<file path="src/hw/asr_pkg.sv">
package asr_pkg;

    localparam int  ADDR_W      = 14;
    localparam int  CLK_MHZ     = 40;
    localparam int  CLK_PS      = 25000;

    // Power-up lockout and the slowest speed grade's figures
    localparam int  PWRUP_US    = 2000;
    localparam int  ACC_E_NS    = 70;
    localparam int  ACC_A_NS    = 65;
    localparam int  WR_PULSE_NS = 30;
    localparam int  ADR_SU_NS   = 8;
    localparam int  ADR_HD_NS   = 10;
    localparam int  DAT_HD_NS   = 10;
    localparam int  CYC_NS      = 65;

    // Least times round up to whole cycles
    function automatic int cyc_up(input int ns);
        cyc_up = (ns * 1000 + CLK_PS - 1) / CLK_PS;
        if (cyc_up < 1) begin
            cyc_up = 1;
        end
    endfunction : cyc_up

    localparam int  PWRUP_CYC   = PWRUP_US * CLK_MHZ;
    localparam int  RD_CYC      = cyc_up(ACC_E_NS) + 1;
    localparam int  WR_CYC      = cyc_up(CYC_NS);
    localparam int  SU_CYC      = cyc_up(ADR_SU_NS);
    localparam int  HD_CYC      = cyc_up(ADR_HD_NS > DAT_HD_NS ? ADR_HD_NS : DAT_HD_NS);
    localparam int  CNT_W       = 8;

    typedef struct packed {
        logic              wr;
        logic [ADDR_W-1:0] addr;
        logic              data;
    } asr_req_t;

    typedef struct packed {
        logic              selN;
        logic              wrN;
        logic [ADDR_W-1:0] addr;
        logic              din;
    } asr_pins_t;

    typedef enum logic [2:0] {
        ST_PWRUP  = 3'b000,
        ST_IDLE   = 3'b001,
        ST_RDWAIT = 3'b010,
        ST_WSETUP = 3'b011,
        ST_WPULSE = 3'b100,
        ST_WHOLD  = 3'b101
    } asr_state_t;

endpackage : asr_pkg

</file>
<file path="src/hw/asr_sync.sv">
`timescale 1ns/100ps
`default_nettype none
module asr_sync
    import asr_pkg::*;
(
    input  wire logic clk,
    input  wire logic reset_n,
    input  wire logic async_i,
    output logic      sync_o
);
    logic stage1_q;

    // Only the second stage is read outside
    always_ff @(posedge clk or negedge reset_n) begin
        if (!reset_n) begin
            stage1_q <= 1'b0;
            sync_o   <= 1'b0;
        end else begin
            stage1_q <= async_i;
            sync_o   <= stage1_q;
        end
    end
endmodule : asr_sync
`default_nettype wire

</file>
<file path="src/hw/asr_host.sv">
`timescale 1ns/100ps
`default_nettype none
module asr_host
    import asr_pkg::*;
#(
    parameter int PWRUP_CYCLES = PWRUP_CYC
)(
    input  wire logic  clk,
    input  wire logic  reset_n,
    input  wire logic  reqValid,
    output logic       reqReady,
    input  wire asr_req_t req,
    output logic       rspValid,
    output logic       rspData,
    output asr_pins_t  pins,
    input  wire logic  memDout
);
    ////////////////////////////////////////////////////////////////////
    asr_state_t        state_q;
    logic [CNT_W-1:0]  cnt_q;
    logic [31:0]       pwr_q;
    logic              doutSync;
    logic              selN_q;
    logic              wrN_q;
    logic [ADDR_W-1:0] addr_q;
    logic              din_q;

    // Last wait cycle of a read, one past the synchroniser delay
    function automatic logic rd_last(input asr_state_t s, input logic [CNT_W-1:0] c);
        rd_last = (s == ST_RDWAIT) && (c == CNT_W'(RD_CYC + 1));
    endfunction : rd_last

    asr_sync u_sync (
        .clk     (clk),
        .reset_n (reset_n),
        .async_i (memDout),
        .sync_o  (doutSync)
    );

    assign reqReady = (state_q == ST_IDLE);
    assign pins     = '{selN: selN_q, wrN: wrN_q, addr: addr_q, din: din_q};

    ////////////////////////////////////////////////////////////////////
    // Lockout counter; requests wait until the device can be selected
    always_ff @(posedge clk or negedge reset_n) begin
        if (!reset_n) begin
            pwr_q <= 32'h0000_0000;
        end else if (pwr_q < 32'(PWRUP_CYCLES)) begin
            pwr_q <= pwr_q + 32'h0000_0001;
        end
    end

    ////////////////////////////////////////////////////////////////////
    always_ff @(posedge clk or negedge reset_n) begin
        if (!reset_n) begin
            state_q <= ST_PWRUP;
            cnt_q   <= '0;
        end else begin
            unique case (state_q)
                ST_PWRUP: begin
                    if (pwr_q >= 32'(PWRUP_CYCLES)) begin
                        state_q <= ST_IDLE;
                    end
                end
                ST_IDLE: begin
                    if (reqValid) begin
                        cnt_q   <= '0;
                        state_q <= req.wr ? ST_WSETUP : ST_RDWAIT;
                    end
                end
                ST_RDWAIT: begin
                    // Two extra cycles cover the two-stage input synchroniser
                    cnt_q <= cnt_q + 1'b1;
                    if (rd_last(state_q, cnt_q)) begin
                        state_q <= ST_IDLE;
                    end
                end
                ST_WSETUP: begin
                    cnt_q <= cnt_q + 1'b1;
                    if (cnt_q == CNT_W'(SU_CYC - 1)) begin
                        cnt_q   <= '0;
                        state_q <= ST_WPULSE;
                    end
                end
                ST_WPULSE: begin
                    cnt_q <= cnt_q + 1'b1;
                    if (cnt_q == CNT_W'(WR_CYC - 1)) begin
                        cnt_q   <= '0;
                        state_q <= ST_WHOLD;
                    end
                end
                ST_WHOLD: begin
                    cnt_q <= cnt_q + 1'b1;
                    if (cnt_q == CNT_W'(HD_CYC - 1)) begin
                        state_q <= ST_IDLE;
                    end
                end
                default: state_q <= ST_IDLE;
            endcase
        end
    end

    ////////////////////////////////////////////////////////////////////
    // Address and data latched once per access, never changed mid-write
    always_ff @(posedge clk or negedge reset_n) begin
        if (!reset_n) begin
            addr_q <= '0;
            din_q  <= 1'b0;
        end else if (state_q == ST_IDLE && reqValid) begin
            addr_q <= req.addr;
            din_q  <= req.data;
        end
    end

    // Select held low over the whole access
    always_ff @(posedge clk or negedge reset_n) begin
        if (!reset_n) begin
            selN_q <= 1'b1;
        end else begin
            selN_q <= !(state_q == ST_RDWAIT || state_q == ST_WSETUP ||
                        state_q == ST_WPULSE || state_q == ST_WHOLD ||
                        (state_q == ST_IDLE && reqValid));
        end
    end

    // Strobe ends the write before select rises
    always_ff @(posedge clk or negedge reset_n) begin
        if (!reset_n) begin
            wrN_q <= 1'b1;
        end else begin
            wrN_q <= !(state_q == ST_WSETUP && cnt_q == CNT_W'(SU_CYC - 1) ||
                       state_q == ST_WPULSE && cnt_q != CNT_W'(WR_CYC - 1));
        end
    end

    always_ff @(posedge clk or negedge reset_n) begin
        if (!reset_n) begin
            rspValid <= 1'b0;
        end else begin
            rspValid <= rd_last(state_q, cnt_q);
        end
    end

    // Data held until the next read answer
    always_ff @(posedge clk or negedge reset_n) begin
        if (!reset_n) begin
            rspData <= 1'b0;
        end else if (rd_last(state_q, cnt_q)) begin
            rspData <= doutSync;
        end
    end

    ////////////////////////////////////////////////////////////////////
    a_addr_stable: assert property (@(posedge clk) disable iff (!reset_n)
        !pins.wrN || !$past(pins.wrN) |-> $stable(pins.addr))
        else $error("Address moved during access");
    a_strobe_in_sel: assert property (@(posedge clk) disable iff (!reset_n)
        !pins.wrN |-> !pins.selN && !$past(pins.selN))
        else $error("Strobe low without prior select");
    a_hold_after_wr: assert property (@(posedge clk) disable iff (!reset_n)
        $rose(pins.wrN) |-> !pins.selN)
        else $error("Select rose with strobe");
    a_pwrup_idle: assert property (@(posedge clk) disable iff (!reset_n)
        state_q == ST_PWRUP |-> pins.selN)
        else $error("Selected during lockout");
    a_read_resp: assert property (@(posedge clk) disable iff (!reset_n)
        state_q == ST_IDLE && reqValid && !req.wr |-> ##(RD_CYC + 3) rspValid)
        else $error("Read answer late");
    a_read_no_wr: assert property (@(posedge clk) disable iff (!reset_n)
        state_q == ST_RDWAIT |-> pins.wrN)
        else $error("Strobe low in read");
    a_wr_pulse: assert property (@(posedge clk) disable iff (!reset_n)
        $fell(pins.wrN) |-> !pins.wrN [*2])
        else $error("Write pulse too short");
    a_din_stable: assert property (@(posedge clk) disable iff (!reset_n)
        !pins.wrN || !$past(pins.wrN) |-> $stable(pins.din))
        else $error("Data moved during access");
    a_sel_after_wr: assert property (@(posedge clk) disable iff (!reset_n)
        $rose(pins.selN) |-> $past(pins.wrN))
        else $error("Select rose before strobe");
    a_sel_rise_hold: assert property (@(posedge clk) disable iff (!reset_n)
        $rose(pins.selN) |-> $stable(pins.addr) && $stable(pins.din))
        else $error("Address or data moved at select rise");
    a_wr_len: assert property (@(posedge clk) disable iff (!reset_n)
        $rose(pins.wrN) |-> $past(!pins.wrN, WR_CYC))
        else $error("Write strobe shorter than cycle");
    a_rsp_one: assert property (@(posedge clk) disable iff (!reset_n)
        rspValid |=> !rspValid)
        else $error("Answer stood more than one cycle");
    a_lock_ready: assert property (@(posedge clk) disable iff (!reset_n)
        pwr_q < 32'(PWRUP_CYCLES) |-> !reqReady && pins.selN)
        else $error("Ready during lockout");
    a_take_sel: assert property (@(posedge clk) disable iff (!reset_n)
        state_q == ST_IDLE && reqValid |=> !pins.selN && pins.wrN && pins.addr == $past(req.addr))
        else $error("Address not with select fall");
    a_rd_sel: assert property (@(posedge clk) disable iff (!reset_n)
        rd_last(state_q, cnt_q) |-> !pins.selN && pins.wrN)
        else $error("Read sample outside selection");
    a_idle_desel: assert property (@(posedge clk) disable iff (!reset_n)
        state_q == ST_IDLE && !reqValid |=> pins.selN && pins.wrN)
        else $error("Selected while idle");
    c_read: cover property (@(posedge clk) disable iff (!reset_n) rspValid);
    c_write: cover property (@(posedge clk) disable iff (!reset_n) $rose(pins.wrN));
    c_b2b: cover property (@(posedge clk) disable iff (!reset_n)
        rspValid ##1 (reqValid && reqReady));
    c_lock_done: cover property (@(posedge clk) disable iff (!reset_n) $rose(reqReady));
endmodule : asr_host
`default_nettype wire

</file>
<file path="config.mk">
export PLATFORM = sky130hd
export DESIGN_NAME = asr_host
export DESIGN_NICKNAME = d
export VERILOG_FILES = /design/src/hw/asr_pkg.sv /design/src/hw/asr_sync.sv /design/src/hw/asr_host.sv
export SDC_FILE = /design/constraint.sdc
export NUM_CORES = 1
export LEC_CHECK = 0
export BUFFER_PORTS_ARGS = -buffer_cell sky130_fd_sc_hd__buf_2
export CAP_MARGIN = 10
export CORE_ASPECT_RATIO = 1.2
export CORE_MARGIN = 1.5
export CORE_UTILIZATION = 30
export CTS_CLUSTER_DIAMETER = 50
export DETAILED_ROUTE_END_ITERATION = 10
export PLACE_DENSITY = 0.47
export SKIP_CTS_REPAIR_TIMING = 1
export SLEW_MARGIN = 20
export SYNTH_ARGS = -nofsm -noshare
export SYNTH_HDL_FRONTEND = slang
export SYNTH_SLANG_ARGS = --single-unit
</file>
<file path="constraint.sdc">
create_clock -name clk -period 4.1 [get_ports clk]
set_input_delay 0.82 -clock clk [delete_from_list [all_inputs] [get_ports clk]]
set_output_delay 0.82 -clock clk [all_outputs]
set_load 0.005 [all_outputs]
</file>
==> results.sh <==
export IMPL_status="completed"
export IMPL_ys_flop_type="dfrtp_1"
export IMPL_arrival_ns=2.69
export IMPL_die_area_um2=9670
export IMPL_worstPathCellList="nor4_2, nand4_1, a31oi_1, o21ai_0, a21o_1"
export IMPL_period_needed_ns=2.45
export IMPL_die_width_um=90.0
export IMPL_peakVddDrop_mv=0.162
export IMPL_gp_congestion=0.727
export IMPL_rrSetupSlack_ns=1.65
export IMPL_area_growth_pct=16.6
export IMPL_final_area_um2=3180
export IMPL_ant_nets=0
export IMPL_rsz0062_at_grt="false"
export IMPL_fin_crit_sh_pct=59.8
export IMPL_vias_per_cell=4.59
export IMPL_max_stage_delay_ns=0.74
export IMPL_r2r_start="cnt_q[3]$_DFFE_PN0P_"
export IMPL_place_area_um2=2980
export IMPL_drive_gt1_share_pct=31.6
export IMPL_ys_ff_latch=64
export IMPL_crit_buf_inv=0
export IMPL_yosysWarnings=0
export IMPL_cp_start_kind="register"
export IMPL_max_freq_ghz=0.408
export IMPL_worst_path_max_delay_cell="a31oi_1"
export IMPL_firstDrtPassIters=4
export IMPL_netlist_area_um2=2730
export IMPL_nFillCells=887
export IMPL_final_setup_skew_ns=0.0125
export IMPL_yosysTopAreaCell="dfrtp_1"
export IMPL_via_count=1745
export IMPL_synthesis_nets=256
export IMPL_fin_total_pwr_mw=1.84
export IMPL_cts_tree="done"
export IMPL_clk_latency_ns=0.34
export IMPL_syn_inst=230
export IMPL_slew_headroom_pct=38.4
export IMPL_synth_distinct_cells=41
export IMPL_final_util_pct=36.5
export IMPL_cts_root_buf="clkbuf_8"
export IMPL_hold_path_end="u_sync.sync_o$_DFF_PN0_"
export IMPL_drv_cap=0
export IMPL_crit_family="compound AO/OA/AOI/OAI gates"
export IMPL_row_count=37
export IMPL_hpwl_um=3310
export IMPL_synth_async_reset_ratio_pct=100
export IMPL_critPathRequiredTime_ns=4.34
export IMPL_grt_pass1_wl_um=8380
export IMPL_critPathCaptureType="register"
export IMPL_synth_top_area_share_pct=56.9
export IMPL_cts_buffers=9
export IMPL_fin_nets=284
export IMPL_crit_fanout=11
export IMPL_holdPathStages=0
export IMPL_grt_total_usage_pct=11.2
export IMPL_power_per_cell_area_nw_per_um2=579
export IMPL_worst_pin_slew_ns=0.920
export IMPL_setup_ws_ns=1.65
export IMPL_antenna_found_initial=0
export IMPL_hp_start="u_sync.stage1_q$_DFF_PN0_"
export IMPL_cts_max_level=3
export IMPL_worstReg2RegEnd="cnt_q[6]$_DFFE_PN0P_"
export IMPL_final_setup_tns_ns=0
export IMPL_synth_edf_count=0
export IMPL_holdCritPathClass="register to register"
export IMPL_ys_seq_area_share_pct=58.8
export IMPL_multiInputGateArea_um2=978
export IMPL_syn_area_per_cell_um2=11.9
export IMPL_wl_um=4800
export IMPL_drc=0
export IMPL_crit_start="cnt_q[3]$_DFFE_PN0P_"
export IMPL_grt_max_degree=41
export IMPL_clk_path_buf_depth=2
export IMPL_reg2reg_depth=5
export IMPL_drv_slew=0
export IMPL_wl_per_cell_um=12.6
export IMPL_grt_pass1_vias=1815
export IMPL_crit_type="register to register"
export IMPL_p_leak_nw=1.52
export IMPL_ff_latch_area_um2=1600
export IMPL_numPortBuffers=39
export IMPL_coreArea_um2=8700
export IMPL_diodes=0
export IMPL_die_h_um=107
export IMPL_finalHoldViolCount=0
export IMPL_first_iter_violations=64
export IMPL_post_synth_main_area_contributors="dfrtp_1 57%, mux2_2 6.6%, xnor2_1 3.9%"
export IMPL_grt_ovfl_total=0
export IMPL_ioPinCount=40
export IMPL_path_clk_slew_ns=0.08
export IMPL_place_ws_ns=1.65
export IMPL_setup_viol_count_final=0
export IMPL_clock_sinks=64
export IMPL_start_util_pct=31.3
==> worst register-to-register path, delay by kind of cell (launching register included) <==
family | cells | cell delay [ns]
compound gates | 3 | 1.15
simple gates | 2 | 0.75
flops | 1 | 0.44
==> layer usage <==
metal	vias up	part of all wire, %	track usage, %
li1	852	-	-
met1	835	48	14.0
met2	46	45	16.5
met3	12	4.2	3.11
met4	0	3.3	8.05
met5	-	0	0
==> cell families after synthesis <==
| group | after synthesis | share of synthesized area (%) |
|---|---|---|
| AO/OA/AOI/OAI | 26 | 6.52 |
| buffers and inverters | 34 | 5.28 |
| AND/OR/NAND/NOR | 64 | 13.3 |
| adder cells (fa/ha/maj) | 6 | 2.75 |
| flip-flops | 64 | 58.8 |
| multiplexers | 18 | 7.53 |
| XOR/XNOR | 18 | 5.78 |
==> per-stage QoR <==
step / std cells / hold slack [ns]
after global routing: 380 / 0.372
final: 380 / 0.353
after global placement: 364 / 0.334
after floorplan: 230 / 0.331
after CTS: 380 / 0.358
after detailed placement: 364 / 0.341
==> final cells by class <==
type	instances	area share, %
timing repair buffer	41	6.61
tap	117	4.60
inverter	10	1.18
clock inverter	7	2.48
sequential	64	50.5
multi-input combinational	132	30.8
clock buffer	9	3.90
==> registers in the layout, indices dropped and copies added (netlist names) <==
register / count
cnt_q: 8
rspData: 1
selN_q: 1
din_q: 1
u_sync.stage1_q: 1
addr_q: 14
state_q: 3
u_sync.sync_o: 1
pwr_q: 32
wrN_q: 1
rspValid: 1
==> worst max path at each step <==
stage | end | slack, ns | depth (start not counted)
after detailed placement | cnt_q[6]$_DFFE_PN0P_ | 1.65 | 5
after global placement | cnt_q[6]$_DFFE_PN0P_ | 1.75 | 5
after global routing | cnt_q[6]$_DFFE_PN0P_ | 1.40 | 5
final | cnt_q[6]$_DFFE_PN0P_ | 1.65 | 5
after CTS | cnt_q[6]$_DFFE_PN0P_ | 1.62 | 5
after floorplan | state_q[0]$_DFFE_PN0P_ | 2.16 | 5
==> cell usage after synthesis, types with 4 or more instances <==
master,instances
nor3_1,7
mux2_2,16
nand2_1,13
inv_1,10
xnor2_1,12
buf_2,4
nor2_1,6
and3_1,6
nand4_1,10
clkbuf_1,17
nor4_1,6
ha_1,6
xor2_1,6
dfrtp_1,62
nand3_1,5
a21oi_1,6
==> power by group <==
part | total, mW | internal, mW | switching [mW]
clock | 0.546 | 0.286 | 0.259
sequential | 0.824 | 0.750 | 0.0748
combinational | 0.472 | 0.241 | 0.231
total | 1.84 | 1.28 | 0.565
==> cell usage in the layout (no fill, tap or decap), types with 3 or more instances in the layout <==
cell type | netlist | routed
nand2_1 | 13 | 13
nor3b_1 | 3 | 3
nor4_1 | 6 | 6
dfrtp_1 | 62 | 62
a21oi_1 | 6 | 6
o21ai_0 | 3 | 3
a31oi_1 | 3 | 3
buf_2 | 4 | 39
xnor2_1 | 12 | 12
and3_1 | 6 | 6
nor3_1 | 7 | 7
clkbuf_8 | 0 | 9
ha_1 | 6 | 6
nor2_1 | 6 | 6
xor2_1 | 6 | 6
inv_1 | 10 | 10
nand3_1 | 5 | 5
mux2_2 | 16 | 16
nand4_1 | 10 | 10
(Power assumes the default switching activity.)
